`src/design/sense_pkg.sv`:
```
// Functional notes
// - Channel 0 data select: 0 routes function output, 1 routes comparator 0 latch.
// - Bits 7:4 pick channel 1 function; A is comparator 1, B comparator 0.
// - Bits 3:0 pick channel 0 function; A is comparator 0, B comparator 1.
// - Codes 6h XOR, 7h OR, 8h NOR, 9h XNOR.
// - Codes 0h false, Fh true, 3h A, 5h B, 1h A AND B.
// - Bits 7:6 pick pin output: input, counter interrupt, low out, high out.
// - Bit 5 picks switch clock: prescaled oscillator or pseudo-random sequence.
// - Bit 4 picks divider source: main oscillator or prescaled oscillator.
// - Bit 3 enables sigma-delta mode: timer one on prescaled clock, counters may count.
// - Sigma-delta off: timer one uses processor or 32 kHz clock per its config.
// - Prescaled divider runs freely, never stopped or restarted.
// - Mode 00b: start on enable, stop on counter interrupt event.
// - Mode 01b: start on next input rising edge, stop on falling edge.
// - Mode 10b: start on input rising edge, stop on next rising edge.
// - Mode 11b: start on enable, count until disabled.
// - Enable bit 0 clear halts counting and zeroes all counters.
// - Counter clock is source divided by 1, 2, 4 or 8 for codes 00b..11b.
// - 8-bit high and low counters, independent or chained as 16 bits.
`default_nettype none
package sense_pkg;
   localparam logic [7:0] ADDR_FUNC_SEL = 8'h7c;
   localparam logic [7:0] ADDR_CHAN_CFG = 8'h80;
   localparam logic [7:0] ADDR_CNT_CTRL = 8'ha0;
   localparam logic [7:0] ADDR_STATUS = 8'ha4;
   localparam logic [7:0] RESET_FUNC_SEL = 8'h00;
   localparam logic [7:0] RESET_CNT_CTRL = 8'h00;
   localparam logic [3:0] RESET_CHAN_CFG = 4'h0;
   localparam int FN1_LSB = 4;
   localparam int FN0_LSB = 0;
   localparam int CTRL_OUTSEL_LSB = 6;
   localparam int CTRL_SWCLK = 5;
   localparam int CTRL_SRCSEL = 4;
   localparam int CTRL_SIGMA = 3;
   localparam int CTRL_MODE_LSB = 1;
   localparam int CTRL_EN = 0;
   localparam int CFG_DATA_SEL = 0;
   localparam int CFG_RATIO_LSB = 1;
   localparam int CFG_CHAIN = 3;
   localparam int STAT_LOW_LSB = 0;
   localparam int STAT_HIGH_LSB = 8;
   localparam int STAT_ACTIVE = 16;
   localparam int STAT_CH0 = 17;
   localparam int STAT_CH1 = 18;
   localparam logic [1:0] RESP_OKAY = 2'h0;
   localparam logic [1:0] RESP_SLVERR = 2'h2;
   localparam logic [1:0] OUT_INPUT = 2'h0;
   localparam logic [1:0] OUT_INTERRUPT = 2'h1;
   localparam logic [1:0] OUT_LOW = 2'h2;
   localparam logic [1:0] OUT_HIGH = 2'h3;
   localparam logic [1:0] T1_PROCESSOR = 2'h0;
   localparam logic [1:0] T1_SLOW_32K = 2'h1;
   localparam logic [1:0] T1_PRESCALED = 2'h2;
   localparam logic [3:0] FN_FALSE = 4'h0;
   localparam logic [3:0] FN_AND = 4'h1;
   localparam logic [3:0] FN_A_NOT_B = 4'h2;
   localparam logic [3:0] FN_A = 4'h3;
   localparam logic [3:0] FN_XOR = 4'h6;
   localparam logic [3:0] FN_NOR = 4'h8;
   localparam logic [3:0] FN_NOT_A = 4'hc;
   localparam logic [3:0] FN_TRUE = 4'hf;
   localparam int PRESCALE_DIV = 2;
   typedef enum logic [1:0] {
      MODE_EVENT = 2'h0,
      MODE_PULSE = 2'h1,
      MODE_PERIOD = 2'h2,
      MODE_CONTINUOUS = 2'h3
   } count_mode_type;
   typedef enum logic [1:0] {
      ST_IDLE = 2'h0,
      ST_ARMED = 2'h1,
      ST_COUNT = 2'h3,
      ST_DONE = 2'h2
   } count_state_type;
endpackage : sense_pkg
`default_nettype wire

```
`src/design/sense_counter_comp_logic.sv`:
```
// Local design decision: the AXI4-Lite register port.
`default_nettype none
module sense_counter_comp_logic
   import sense_pkg::*;
#(
   parameter int COUNT_WIDTH = 8,
   parameter int PRESCALE = PRESCALE_DIV
) (
   input wire logic clk,
   input wire logic reset,
   input wire logic awvalid,
   output logic awready,
   input wire logic [7:0] awaddr,
   input wire logic wvalid,
   output logic wready,
   input wire logic [31:0] wdata,
   input wire logic [3:0] wstrb,
   output logic bvalid,
   input wire logic bready,
   output logic [1:0] bresp,
   input wire logic arvalid,
   output logic arready,
   input wire logic [7:0] araddr,
   output logic rvalid,
   input wire logic rready,
   output logic [31:0] rdata,
   output logic [1:0] rresp,
   input wire logic comp0_raw,
   input wire logic comp1_raw,
   input wire logic comp0_latch,
   input wire logic pseudo_random_seq,
   input wire logic timer_one_config,
   output logic sense_pin_out,
   output logic switch_clock,
   output logic [1:0] timer_one_clock_source,
   output logic comp0_channel_out,
   output logic comp1_channel_out
);
   logic [7:0] func_sel;
   logic [7:0] cnt_ctrl;
   logic [3:0] chan_cfg;
   logic [2:0] cmp_sync;
   logic [1:0] lut_out;
   logic aw_held;
   logic w_held;
   logic [7:0] waddr;
   logic [31:0] wdata_q;
   logic wstrb0_q;
   logic do_write;
   logic [31:0] rd_word;
   logic rd_hit;
   logic [$clog2(PRESCALE+1)-1:0] presc_cnt;
   logic presc_tick;
   logic presc_level;
   logic [2:0] div_cnt;
   logic [2:0] div_mask;
   logic count_tick;
   logic chan0_data;
   logic in_prev;
   logic in_rise;
   logic in_fall;
   logic [COUNT_WIDTH-1:0] low_count;
   logic [COUNT_WIDTH-1:0] high_count;
   logic counter_interrupt;
   logic wrap_event;
   logic enable;
   logic sigma_mode;
   count_mode_type mode;
   count_state_type state;
   count_state_type next_state;

   assign enable = cnt_ctrl[CTRL_EN];
   assign sigma_mode = cnt_ctrl[CTRL_SIGMA];
   assign mode = count_mode_type'(cnt_ctrl[CTRL_MODE_LSB +: 2]);

   // Comparators are asynchronous to clk; nothing reads them before two flops
   sync_two_ff #(.WIDTH(3)) u_sync (
      .clk(clk),
      .reset(reset),
      .async_in({comp0_latch, comp1_raw, comp0_raw}),
      .sync_out(cmp_sync)
   );

   genvar g;
   generate
      for (g = 0; g < 2; g++) begin : gen_fn
         comp_function_unit u_fn (
            .function_code(func_sel[(g == 0 ? FN0_LSB : FN1_LSB) +: 4]),
            .operand_a(cmp_sync[g]),
            .operand_b(cmp_sync[1-g]),
            .result(lut_out[g])
         );
      end
   endgenerate

   assign chan0_data = chan_cfg[CFG_DATA_SEL] ? cmp_sync[2] : lut_out[0];

   // Bus slave: address and data are taken in either order, response follows both
   assign do_write = aw_held && w_held && !bvalid;

   always_ff @(posedge clk) begin
      if (reset) begin
         awready <= 1'b0;
         wready <= 1'b0;
         aw_held <= 1'b0;
         w_held <= 1'b0;
         waddr <= '0;
         wdata_q <= '0;
         wstrb0_q <= 1'b0;
         bvalid <= 1'b0;
         bresp <= RESP_OKAY;
      end else begin
         if (awvalid && awready) begin
            aw_held <= 1'b1;
            awready <= 1'b0;
            waddr <= awaddr;
         end else if (!aw_held && !bvalid) begin
            awready <= 1'b1;
         end
         if (wvalid && wready) begin
            w_held <= 1'b1;
            wready <= 1'b0;
            wdata_q <= wdata;
            wstrb0_q <= wstrb[0];
         end else if (!w_held && !bvalid) begin
            wready <= 1'b1;
         end
         if (do_write) begin
            aw_held <= 1'b0;
            w_held <= 1'b0;
            bvalid <= 1'b1;
            bresp <= (waddr == ADDR_FUNC_SEL || waddr == ADDR_CHAN_CFG ||
                      waddr == ADDR_CNT_CTRL || waddr == ADDR_STATUS) ? RESP_OKAY : RESP_SLVERR;
         end else if (bvalid && bready) begin
            bvalid <= 1'b0;
         end
      end
   end

   // Software must leave bits 7:1 alone while enabled; they are not locked here
   always_ff @(posedge clk) begin
      if (reset) begin
         func_sel <= RESET_FUNC_SEL;
         cnt_ctrl <= RESET_CNT_CTRL;
         chan_cfg <= RESET_CHAN_CFG;
      end else if (do_write && wstrb0_q) begin
         if (waddr == ADDR_FUNC_SEL) func_sel <= wdata_q[7:0];
         if (waddr == ADDR_CNT_CTRL) cnt_ctrl <= wdata_q[7:0];
         if (waddr == ADDR_CHAN_CFG) chan_cfg <= wdata_q[3:0];
      end
   end

   always_comb begin
      rd_word = '0;
      rd_hit = 1'b1;
      case (araddr)
         ADDR_FUNC_SEL: rd_word[7:0] = func_sel;
         ADDR_CNT_CTRL: rd_word[7:0] = cnt_ctrl;
         ADDR_CHAN_CFG: rd_word[3:0] = chan_cfg;
         ADDR_STATUS: begin
            rd_word[STAT_LOW_LSB +: COUNT_WIDTH] = low_count;
            rd_word[STAT_HIGH_LSB +: COUNT_WIDTH] = high_count;
            rd_word[STAT_ACTIVE] = (state == ST_COUNT);
            rd_word[STAT_CH0] = chan0_data;
            rd_word[STAT_CH1] = lut_out[1];
         end
         default: rd_hit = 1'b0;
      endcase
   end

   always_ff @(posedge clk) begin
      if (reset) begin
         arready <= 1'b0;
         rvalid <= 1'b0;
         rdata <= '0;
         rresp <= RESP_OKAY;
      end else if (arvalid && arready) begin
         arready <= 1'b0;
         rvalid <= 1'b1;
         rdata <= rd_word;
         rresp <= rd_hit ? RESP_OKAY : RESP_SLVERR;
      end else if (rvalid && rready) begin
         rvalid <= 1'b0;
         arready <= 1'b1;
      end else if (!rvalid) begin
         arready <= 1'b1;
      end
   end

   // Free running from reset so its phase never jumps when the mode is set
   always_ff @(posedge clk) begin
      if (reset) begin
         presc_cnt <= '0;
         presc_level <= 1'b0;
      end else if (presc_tick) begin
         presc_cnt <= '0;
         presc_level <= ~presc_level;
      end else begin
         presc_cnt <= presc_cnt + 1'b1;
      end
   end
   assign presc_tick = (presc_cnt == ($clog2(PRESCALE+1))'(PRESCALE - 1));

   always_comb begin
      case (chan_cfg[CFG_RATIO_LSB +: 2])
         2'h0: div_mask = 3'h0;
         2'h1: div_mask = 3'h1;
         2'h2: div_mask = 3'h3;
         default: div_mask = 3'h7;
      endcase
   end

   always_ff @(posedge clk) begin
      if (reset) begin
         div_cnt <= '0;
      end else if (!cnt_ctrl[CTRL_SRCSEL] || presc_tick) begin
         div_cnt <= div_cnt + 1'b1;
      end
   end
   assign count_tick = (!cnt_ctrl[CTRL_SRCSEL] || presc_tick) &&
                       ((div_cnt & div_mask) == div_mask);

   assign in_rise = chan0_data && !in_prev;
   assign in_fall = !chan0_data && in_prev;

   always_ff @(posedge clk) begin
      if (reset) begin
         in_prev <= 1'b0;
      end else begin
         in_prev <= chan0_data;
      end
   end

   always_comb begin
      next_state = state;
      case (state)
         ST_IDLE: begin
            if (mode == MODE_EVENT || mode == MODE_CONTINUOUS) next_state = ST_COUNT;
            else next_state = ST_ARMED;
         end
         ST_ARMED: if (in_rise) next_state = ST_COUNT;
         ST_COUNT: begin
            if (mode == MODE_EVENT && counter_interrupt) next_state = ST_DONE;
            if (mode == MODE_PULSE && in_fall) next_state = ST_DONE;
            if (mode == MODE_PERIOD && in_rise) next_state = ST_DONE;
         end
         ST_DONE: next_state = ST_DONE;
         default: next_state = ST_IDLE;
      endcase
   end

   always_ff @(posedge clk) begin
      if (reset || !enable) begin
         state <= ST_IDLE;
      end else begin
         state <= next_state;
      end
   end

   assign wrap_event = count_tick && sigma_mode && (state == ST_COUNT) && (&low_count) &&
                       (!chan_cfg[CFG_CHAIN] || (&high_count));

   always_ff @(posedge clk) begin
      if (reset || !enable) begin
         low_count <= '0;
         high_count <= '0;
         counter_interrupt <= 1'b0;
      end else begin
         counter_interrupt <= wrap_event;
         if (count_tick && sigma_mode && state == ST_COUNT) begin
            low_count <= low_count + 1'b1;
            // Chained: high steps on the low wrap, one synchronous 16-bit count
            if (!chan_cfg[CFG_CHAIN] || (&low_count)) high_count <= high_count + 1'b1;
         end
      end
   end

   always_ff @(posedge clk) begin
      if (reset) begin
         sense_pin_out <= 1'b0;
         switch_clock <= 1'b0;
         timer_one_clock_source <= T1_PROCESSOR;
         comp0_channel_out <= 1'b0;
         comp1_channel_out <= 1'b0;
      end else begin
         case (cnt_ctrl[CTRL_OUTSEL_LSB +: 2])
            OUT_INPUT: sense_pin_out <= chan0_data;
            OUT_INTERRUPT: sense_pin_out <= counter_interrupt;
            OUT_LOW: sense_pin_out <= low_count[COUNT_WIDTH-1];
            default: sense_pin_out <= high_count[COUNT_WIDTH-1];
         endcase
         switch_clock <= cnt_ctrl[CTRL_SWCLK] ? pseudo_random_seq : presc_level;
         if (sigma_mode) timer_one_clock_source <= T1_PRESCALED;
         else timer_one_clock_source <= timer_one_config ? T1_SLOW_32K : T1_PROCESSOR;
         comp0_channel_out <= chan0_data;
         comp1_channel_out <= lut_out[1];
      end
   end
endmodule : sense_counter_comp_logic
`default_nettype wire

```
`src/design/sync_two_ff.sv`:
```
`default_nettype none
module sync_two_ff #(
   parameter int WIDTH = 3
) (
   input wire logic clk,
   input wire logic reset,
   input wire logic [WIDTH-1:0] async_in,
   output logic [WIDTH-1:0] sync_out
);
   logic [WIDTH-1:0] stage_one;

   always_ff @(posedge clk) begin
      if (reset) begin
         stage_one <= '0;
         sync_out <= '0;
      end else begin
         stage_one <= async_in;
         sync_out <= stage_one;
      end
   end
endmodule : sync_two_ff
`default_nettype wire

```
`src/design/comp_function_unit.sv`:
```
`default_nettype none
module comp_function_unit (
   input wire logic [3:0] function_code,
   input wire logic operand_a,
   input wire logic operand_b,
   output logic result
);
   // Code bit {~A,~B} is the truth table entry, so every code maps directly
   always_comb begin
      result = function_code[{~operand_a, ~operand_b}];
   end
endmodule : comp_function_unit
`default_nettype wire

```
`config.mk`:
```
export PLATFORM = sky130hd
export DESIGN_NAME = sense_counter_comp_logic
export DESIGN_NICKNAME = d
export VERILOG_FILES = /design/src/design/sense_pkg.sv /design/src/design/sense_counter_comp_logic.sv /design/src/design/sync_two_ff.sv /design/src/design/comp_function_unit.sv
export SDC_FILE = /design/constraint.sdc
export NUM_CORES = 1
export LEC_CHECK = 0
export BUFFER_PORTS_ARGS = -buffer_cell sky130_fd_sc_hd__buf_2
export CORE_MARGIN = 2
export CORE_UTILIZATION = 48
export DETAILED_ROUTE_END_ITERATION = 8
export HOLD_SLACK_MARGIN = 0.02
export PLACE_DENSITY_LB_ADDON = 0.1
export SLEW_MARGIN = 40
export SYNTH_ARGS = -nofsm -noshare
export SYNTH_HDL_FRONTEND = slang
export SYNTH_HIERARCHICAL = 1
export SYNTH_SLANG_ARGS = --single-unit
```
`constraint.sdc`:
```
create_clock -name clk -period 1.9 [get_ports clk]
set_input_delay 0.57 -clock clk [delete_from_list [all_inputs] [get_ports clk]]
set_output_delay 0.57 -clock clk [all_outputs]
set_load 0.05 [all_outputs]
```
-- After elaboration in Yosys (flattened, before gate mapping)
Index checks and enable logic that the tools add are counted.
- add/sub/neg operators: 4
- multiply operators: 0
- div/mod/pow operators: 0
- order comparisons: 2
- eq/ne operators: 23
- shifts and indexed selects: 0
- muxes and demuxes: 28
- bitwise operators: 4
- reduce and logical (&&, ||, !) cells: 56
- operators by type and width (kind ; number):
    8-bit == test (second input constant) ; 6
    1-bit logical AND ; 20
    8-bit by 1-bit adder with 8-bit output (second input constant) ; 2
    8-bit by 7-bit == test with 1-bit output (second input constant) ; 2
    2-bit two-way mux ; 8
    4-bit one-hot mux with 4 select lines ; 1
    8-bit AND reduction ; 2
    2-bit == test (second input constant) ; 6
    1-bit two-way mux ; 12
    4-bit one-hot mux with 3 select lines ; 1
    2-bit OR reduction ; 6
    11-bit two-way mux ; 1
    2-bit by 1-bit == test with 1-bit output (second input constant) ; 5
    2-bit AND reduction ; 5
    3-bit one-hot mux with 3 select lines ; 1
    1-bit logical NOT ; 8
    2-bit logical NOT ; 4
    1-bit logical OR ; 8
    2-bit one-hot mux with 4 select lines ; 1
    2-bit by 3-bit < comparator with 1-bit output (second input constant) ; 2
    1-bit binary-select mux with 2-bit select ; 2
    4-bit != test (second input constant) ; 1
    2-bit nonzero test ; 2
    4-bit OR reduction ; 1
    8 further kinds ; 10
- bits in registers: 104
- bits in latches: 0
- RAM bits: 0
- ROM bits: 0
- output and inout port bits: 47
- word-level logic and storage cells: 148
- memories: 0

-- Logic depth before layout (Yosys ltp)
Gate-level depths: netlist of the first run.
- depth after elaboration: 10
- mapped depth: 8
- mapped depth without buffers: 6

-- Modules after synthesis
The synthesis of the first run kept the hierarchy.
- by module, submodules not included (module ; instances ; cells an instance ; area each (um2) ; sequential area each (um2)):
    sense_counter_comp_logic ; 1 ; 475 ; 4199.0 ; 1921.8
    sync_two_ff ; 1 ; 12 ; 157.7 ; 120.1
    comp_function_unit ; 2 ; 1 ; 22.5 ; 0.0

-- Worst setup path before layout of the first run
Ideal clock, no wire load.
- path type: reg-to-reg
- start point: reg bvalid
- end point: reg cnt_ctrl[0]
- setup time: 0.132 ns
- arrival time: 1.805 ns
- required time: 1.768 ns
- setup slack: -0.037 ns
- stages on the path, launching flop included: 6
- period minus slack after synthesis: 1.937 ns
- cell sequence: dfxtp_1 nand3b_1 or4b_1 clkbuf_1 o21ai_0 a21oi_1
- cells in the longest elaborated chain, start to end: 4
- ends and longest elaborated chain (element ; line ; RTL):
    start: declaration ; sense_counter_comp_logic.sv:18 ; output logic bvalid,
    start signal: assignment ; sense_counter_comp_logic.sv:110 ; bvalid <= 1'b0;
    start signal: assignment ; sense_counter_comp_logic.sv:131 ; bvalid <= 1'b1;
    start signal: assignment ; sense_counter_comp_logic.sv:135 ; bvalid <= 1'b0;
    1-bit logical NOT ; sense_counter_comp_logic.sv:99 ; assign do_write = aw_held && w_held && !bvalid;
    1-bit logical AND ; sense_counter_comp_logic.sv:99 ;
    1-bit logical AND ; sense_counter_comp_logic.sv:146 ; end else if (do_write && wstrb0_q) begin
    2-bit AND reduction (no line) ; -- ;
    end signal: assignment ; sense_counter_comp_logic.sv:148 ; if (waddr == ADDR_CNT_CTRL) cnt_ctrl <= wdata_q[7:0];
    end: declaration ; sense_counter_comp_logic.sv:40 ; logic [7:0] cnt_ctrl;
No other way between the ends.
A chain may end at the register's enable or synchronous reset.

-- Final worst setup path of the first run
- start point: reg u_sync.sync_out[1]
- end point: reg sense_pin_out
- cells in the longest elaborated chain, start to end: 5
- ends and longest elaborated chain (element ; line ; RTL):
    start: declaration ; sync_two_ff.sv:8 ; output logic [WIDTH-1:0] sync_out
    start signal: assignment ; sync_two_ff.sv:18 ; sync_out <= stage_one;
    1-bit NOT ; comp_function_unit.sv:10 ; result = function_code[{~operand_a, ~operand_b}];
    1-bit binary-select mux with 2-bit select ; comp_function_unit.sv:10 ;
    1-bit two-way mux (implied by the code) ; comp_function_unit.sv:10 ;
    net lut_out[0] ; sense_counter_comp_logic.sv:43 ; logic [1:0] lut_out;
    1-bit two-way mux ; sense_counter_comp_logic.sv:96 ; assign chan0_data = chan_cfg[CFG_DATA_SEL] ? cmp_sync[2] : lut_out[0];
    1-bit one-hot mux with 3 select lines ; sense_counter_comp_logic.sv:286 ; case (cnt_ctrl[CTRL_OUTSEL_LSB +: 2])
    end signal: assignment ; sense_counter_comp_logic.sv:287 ; OUT_INPUT: sense_pin_out <= chan0_data;
    end signal: assignment ; sense_counter_comp_logic.sv:288 ; OUT_INTERRUPT: sense_pin_out <= counter_interrupt;
    end signal: assignment ; sense_counter_comp_logic.sv:289 ; OUT_LOW: sense_pin_out <= low_count[COUNT_WIDTH-1];
    end: declaration ; sense_counter_comp_logic.sv:33 ; output logic sense_pin_out,
The timed path passes the listed nets, and every way through them passes these cells. The select of a mux whose other input is x is not followed.

==> impl_metrics.json, run 1 <==
{
  "p_leak_nw": 2.025,
  "p_int_mw": 2.932,
  "yosys_warnings": 6,
  "viasPerCell": 5.482,
  "drt_wl_total_um": 9985,
  "seqPwrFrac_pct": 56.3,
  "cts_setup_buffers": 0,
  "num_io_pins": 111,
  "synth_seq_cells": 102,
  "fmax_mhz": 542.3,
  "ctsResizeCount": 0,
  "die_x_um": 99.76,
  "critical_path_class": "reg -> reg",
  "skew_ns": 0.008625,
  "ant_nets": 0,
  "rsz0062_at_grt": "yes",
  "synth.distinct_cells": 49,
  "syn_inst": 489,
  "ctsHoldBuffers": 0,
  "end_kind": "register",
  "coreArea_um2": 8806,
  "gp_congestion": 0.8811,
  "n_fill_cell": 808,
  "avgSynthCellArea_um2": 9.001,
  "ys.flop_type": "dfxtp_1",
  "gr-usage-all-layers_pct": 20.67,
  "grt_max_degree": 61,
  "area_growth_pct": 18.05,
  "synthArstFlopShare_pct": 0,
  "grt_overflow": 0,
  "dr.pass1.iters": 4,
  "multiInputGateArea_um2": 2180,
  "clkPwrFrac_pct": 34.2,
  "cp_max_fo": 2,
  "finalSetupTns_ns": 0,
  "slew_violations": 0,
  "arrival_ns": 2.11,
  "root_buffer": "clkbuf_8",
  "cp-start-kind": "register",
  "synthTopCellsByArea": "dfxtp_1, mux2i_1, nand2_1",
  "netlist_area_um2": 4402,
  "synth_top_area_share_pct": 46.39,
  "cts_inserted_buffers": 9,
  "die_h_um": 99.76,
  "status": "finished clean",
  "first_iter_violations": 78,
  "routedWlPerCell_um": 14.62,
  "num_rows": 34,
  "hold_viol": 0,
  "setup_violations": 0,
  "combPwrFrac_pct": 9.5,
  "p_switching_mw": 1.043,
  "yosysTopAreaCell": "dfxtp_1",
  "cts_htree_levels": 3,
  "maxCapViolations": 0,
  "fin_ws_ns": 0.05599,
  "clk_pin_slew_worst_paths_ns": 0.10,
  "antenna_cells": 0,
  "timing.final.crit_share_pct": 97.05,
  "yosysSeqAreaShare_pct": 46.39,
  "post-place-ws_ns": 0.03267,
  "cp_data_required_time_ns": 2.16,
  "tightest_slew_ns": 0.6213,
  "finalNetCount": 642,
  "vias": 3744,
  "initial_utilization_pct": 49.99,
  "min_period_ns": 1.844,
  "ir_drop_uv": 517.6,
  "p_sw_share_pct": 26.23,
  "cts_tree": "built",
  "grt_pass1_wl_um": 16520,
  "hpwl_um": 7256,
  "clock_path_buffers": 2,
  "drc": 0,
  "antenna_found_initial": 0,
  "clock_latency_ns": 0.36,
  "slew_headroom_pct": 58.58,
  "powerDensity_nw_per_um2": 765.0,
  "regArea_um2": 2044,
  "layout-drive-gt1-share_pct": 23.13,
  "synth_edf_count": 0,
  "clock-sinks": 102,
  "dieArea_um2": 9952,
  "grt_pass1_vias": 3439,
  "final_core_util_pct": 59.01,
  "port_buffers": 68,
  "hp-class": "in -> reg"
}
[state kept, by name, summed over array words and instances, names as in the netlist, 3 cells and up]
| register | flops |
|---|---|
| chan_cfg | 4 |
| cnt_ctrl | 8 |
| div_cnt | 3 |
| func_sel | 8 |
| high_count | 8 |
| low_count | 8 |
| rdata | 19 |
| u_sync/stage_one | 3 |
| u_sync/sync_out | 3 |
| waddr | 8 |
| wdata_q | 8 |
[worst max-delay path, stage by stage, from the launching register on]
cell     delay, ns
dfxtp_2       0.35
mux4_2        0.51
mux2_2        0.29
mux4_2        0.45
nor2b_1       0.14
[per-layer routing]
layer	part of all wire, %	track usage, %	wire, um
met5	0	0	0
met4	1.3	5.163	128
met3	4.2	4.708	423
met2	47	34.36	4731
met1	47	27.34	4702
[final cells by class]
class / instances / area share (%)
Sequential cell: 102 / 39.35
Clock inverter: 6 / 1.324
Inverter: 7 / 0.5057
Tap cell: 108 / 2.601
Clock buffer: 9 / 2.384
Timing Repair Buffer: 100 / 11.90
Multi-Input combinational cell: 351 / 41.95
[logic make-up after synthesis]
| logic type | Yosys count | synth area share [%] |
|---|---|---|
| AO/OA/AOI/OAI | 108 | 15.12 |
| XOR/XNOR | 3 | 0.5970 |
| adder cells (fa/ha/maj) | 7 | 1.990 |
| buffers and inverters | 50 | 5.685 |
| flip-flops | 102 | 46.39 |
| multiplexers | 31 | 8.044 |
| other | 1 | 0.08519 |
| AND/OR/NAND/NOR | 187 | 22.09 |
[final timing paths]
check	slack, ns	startpoint	end	cells after the start
min reg2reg	0.43	presc_cnt[0]	presc_cnt[0]	1
max	0.06	u_sync/sync_out[1]	sense_pin_out	4
min	0.42	comp0_latch	u_sync/stage_one[2]	2
max reg2reg	0.06	u_sync/sync_out[1]	sense_pin_out	4
[power groups by stage]
stage / Combinational (mW) / Clock [mW] / Sequential [mW]
4_1_cts: 0.379 / 1.40 / 2.24
3_3_place_gp: 0.370 / 0 / 2.28
6_report: 0.379 / 1.36 / 2.24
5_1_grt: 0.416 / 1.50 / 2.25
2_1_floorplan: 0.245 / 0 / 2.33
3_5_place_dp: 0.378 / 0 / 2.29
[per-stage QoR]
step                      std cells  hold slack, ns  instance area (um^2)  power, mW
after floorplan                 503          0.4043                  4456      2.570
after global placement          668          0.4133                  4985      2.655
after detailed placement        668          0.4193                  4985      2.664
after CTS                       683          0.4074                  5177      4.021
after global routing            683          0.4079                  5196      4.160
final                           683          0.4184                  5196      3.975
[layout by cell type, fill, tap and decap left out, drive strengths merged, types with 2 or more instances in the layout]
cell type and n:
a211oi 2, a21oi 41, a22o 10, a22oi 8
a31oi 2, a41o 2, and3 4, buf 100
clkbuf 9, conb 15, dfxtp 102, ha 7
inv 10, mux2 5, mux2i 23, mux4 3
nand2 55, nand2b 14, nand3 35, nand3b 2
nand4 4, nor2 27, nor2b 14, nor3 9
nor3b 4, nor4 6, nor4b 6, o21a 4
o21ai 27, o31ai 4, or4 3, xnor2 3
[cells in the mapped netlist (5+ instances only)]
| library cell | number |
|---|---|
| dfxtp_1 | 102 |
| nand2_1 | 55 |
| a21oi_1 | 41 |
| nand3_1 | 35 |
| nor2_1 | 27 |
| o21ai_0 | 26 |
| clkbuf_1 | 23 |
| mux2i_1 | 23 |
| buf_4 | 16 |
| nand2b_1 | 14 |
| nor2b_1 | 14 |
| a22o_1 | 10 |
| nor3_1 | 9 |
| a22oi_1 | 8 |
| ha_1 | 7 |
| inv_1 | 7 |
| mux2_2 | 5 |
| nor4_1 | 5 |
(Power assumes the default switching activity.)
==> inputs of run 2 (changes only) <==
- BUFFER_PORTS_ARGS: -buffer_cell sky130_fd_sc_hd__buf_2 -> default
- CORE_UTILIZATION: 48 -> 55
- DONT_BUFFER_PORTS: default -> 1
==> impl_metrics.json, run 2 (same netlist as run 1, synthesis figures left out) <==
{
  "status": "finished clean",
  "num_rows": 32,
  "wl_met1_um": 4304,
  "slew_violations": 0,
  "clk_pin_slew_worst_paths_ns": 0.10,
  "cts_htree_levels": 3,
  "grt_pass1_vias": 3140,
  "largest_reg_flops": 19,
  "hp-class": "in -> reg",
  "ant_nets": 0,
  "fmax_mhz": 543.2,
  "slew_headroom_pct": 58.10,
  "dr_wl_met2_um": 4615,
  "grt_pass1_wl_um": 15340,
  "gp_congestion": 0.8230,
  "clock_latency_ns": 0.36,
  "cp_max_fo": 2,
  "cp_data_required_time_ns": 2.17,
  "vias": 3495,
  "finalNetCount": 572,
  "hpwl_um": 6800,
  "maxCapViolations": 0,
  "min_period_ns": 1.841,
  "powerDensity_nw_per_um2": 808.7,
  "gr-usage-all-layers_pct": 22.10,
  "drc": 0,
  "arrival_ns": 2.11,
  "coreArea_um2": 7727,
  "clock_path_buffers": 2,
  "die_h_um": 93.46,
  "area_growth_pct": 9.466,
  "fin_ws_ns": 0.05890,
  "p_leak_nw": 1.699,
  "final_core_util_pct": 62.35,
  "end_kind": "register",
  "num_io_pins": 111,
  "final_common_cell": "dfxtp_1",
  "ir_drop_uv": 556.1,
  "wl_met3_um": 491,
  "setup_violations": 0,
  "antenna_cells": 0,
  "antenna_found_initial": 0,
  "port_buffers": 0,
  "dp_cells": 592,
  "cp-start-kind": "register",
  "dr.pass1.iters": 4,
  "top_layer_used": "met4",
  "clock-sinks": 102,
  "routedWlPerCell_um": 15.62,
  "rsz0062_at_grt": "no",
  "timing.final.crit_share_pct": 96.90,
  "dieArea_um2": 8735,
  "viasPerCell": 5.748,
  "cts_tree": "built",
  "post-place-ws_ns": 0.02011,
  "grt_max_degree": 68,
  "initial_utilization_pct": 56.96,
  "first_iter_violations": 206,
  "final_cell_mix": "dfxtp_1, nand2_1, a21oi_1",
  "critical_path_class": "reg -> reg",
  "grt_overflow": 0,
  "layout-drive-gt1-share_pct": 12.65,
  "cts_inserted_buffers": 9,
  "root_buffer": "clkbuf_8",
  "final_cells": 608,
  "tightest_slew_ns": 0.6276,
  "ctsHoldBuffers": 0,
  "skew_ns": 0.009547,
  "total_power_mw": 3.897,
  "drt_wl_total_um": 9499,
  "top_register": "rdata",
  "die_x_um": 93.46,
  "finalSetupTns_ns": 0,
  "hold_viol": 0
}
-- run 2: report_power, final --
part | switching (mW) | internal [mW]
Sequential | 0.0862 | 2.19
Clock | 0.754 | 0.614
Combinational | 0.161 | 0.0868
Total | 1.00 | 2.90
-- run 2: path summary, 6_finish.rpt --
kind,end,depth (start not counted),slack (ns),start
worst max-delay path,sense_pin_out,4,0.06,u_sync/sync_out[1]
worst min register to register,presc_cnt[0],1,0.43,presc_cnt[0]
worst max register to register,sense_pin_out,4,0.06,u_sync/sync_out[1]
worst min-delay path,comp1_channel_out,1,0.27,reset
-- run 2: cell type report --
class,count,area [um^2]
fill,676,2909
clock inverter,7,73.82
inverter,7,26.28
clock buffer,9,123.9
tap,102,127.6
sequential,102,2044
multi-input combinational,351,2185
timing repair buffer,30,237.7
-- run 2: what timing repair did --
item / in CTS / in global routing
setup buffers: 0 / 0
gates resized for setup: 3 / 4
pin swaps: 0 / 0
endpoints found under the setup margin: 4 / 4
endpoints found under the hold margin: 0 / 0
-- run 2: worst max-delay path, cell delays in order (launching register included) --
cell and delay, ns:
dfxtp_2 0.36, mux4_2 0.51, mux2_2 0.29, mux4_2 0.44, nor2b_1 0.14
-- run 2: per-stage QoR --
step	hold slack [ns]	instance area, um^2
final	0.2659	4818
after global routing	0.2374	4818
after CTS	0.2508	4806
after detailed placement	0.4224	4597
after global placement	0.4101	4597
after floorplan	0.4043	4456
-- run 2: routing by layer --
layer | track usage (%) | up-vias
met5 | 0 | -
met1 | 29.73 | 1643
met2 | 36.03 | 110
met4 | 5.882 | 0
met3 | 4.835 | 9
li1 | - | 1733
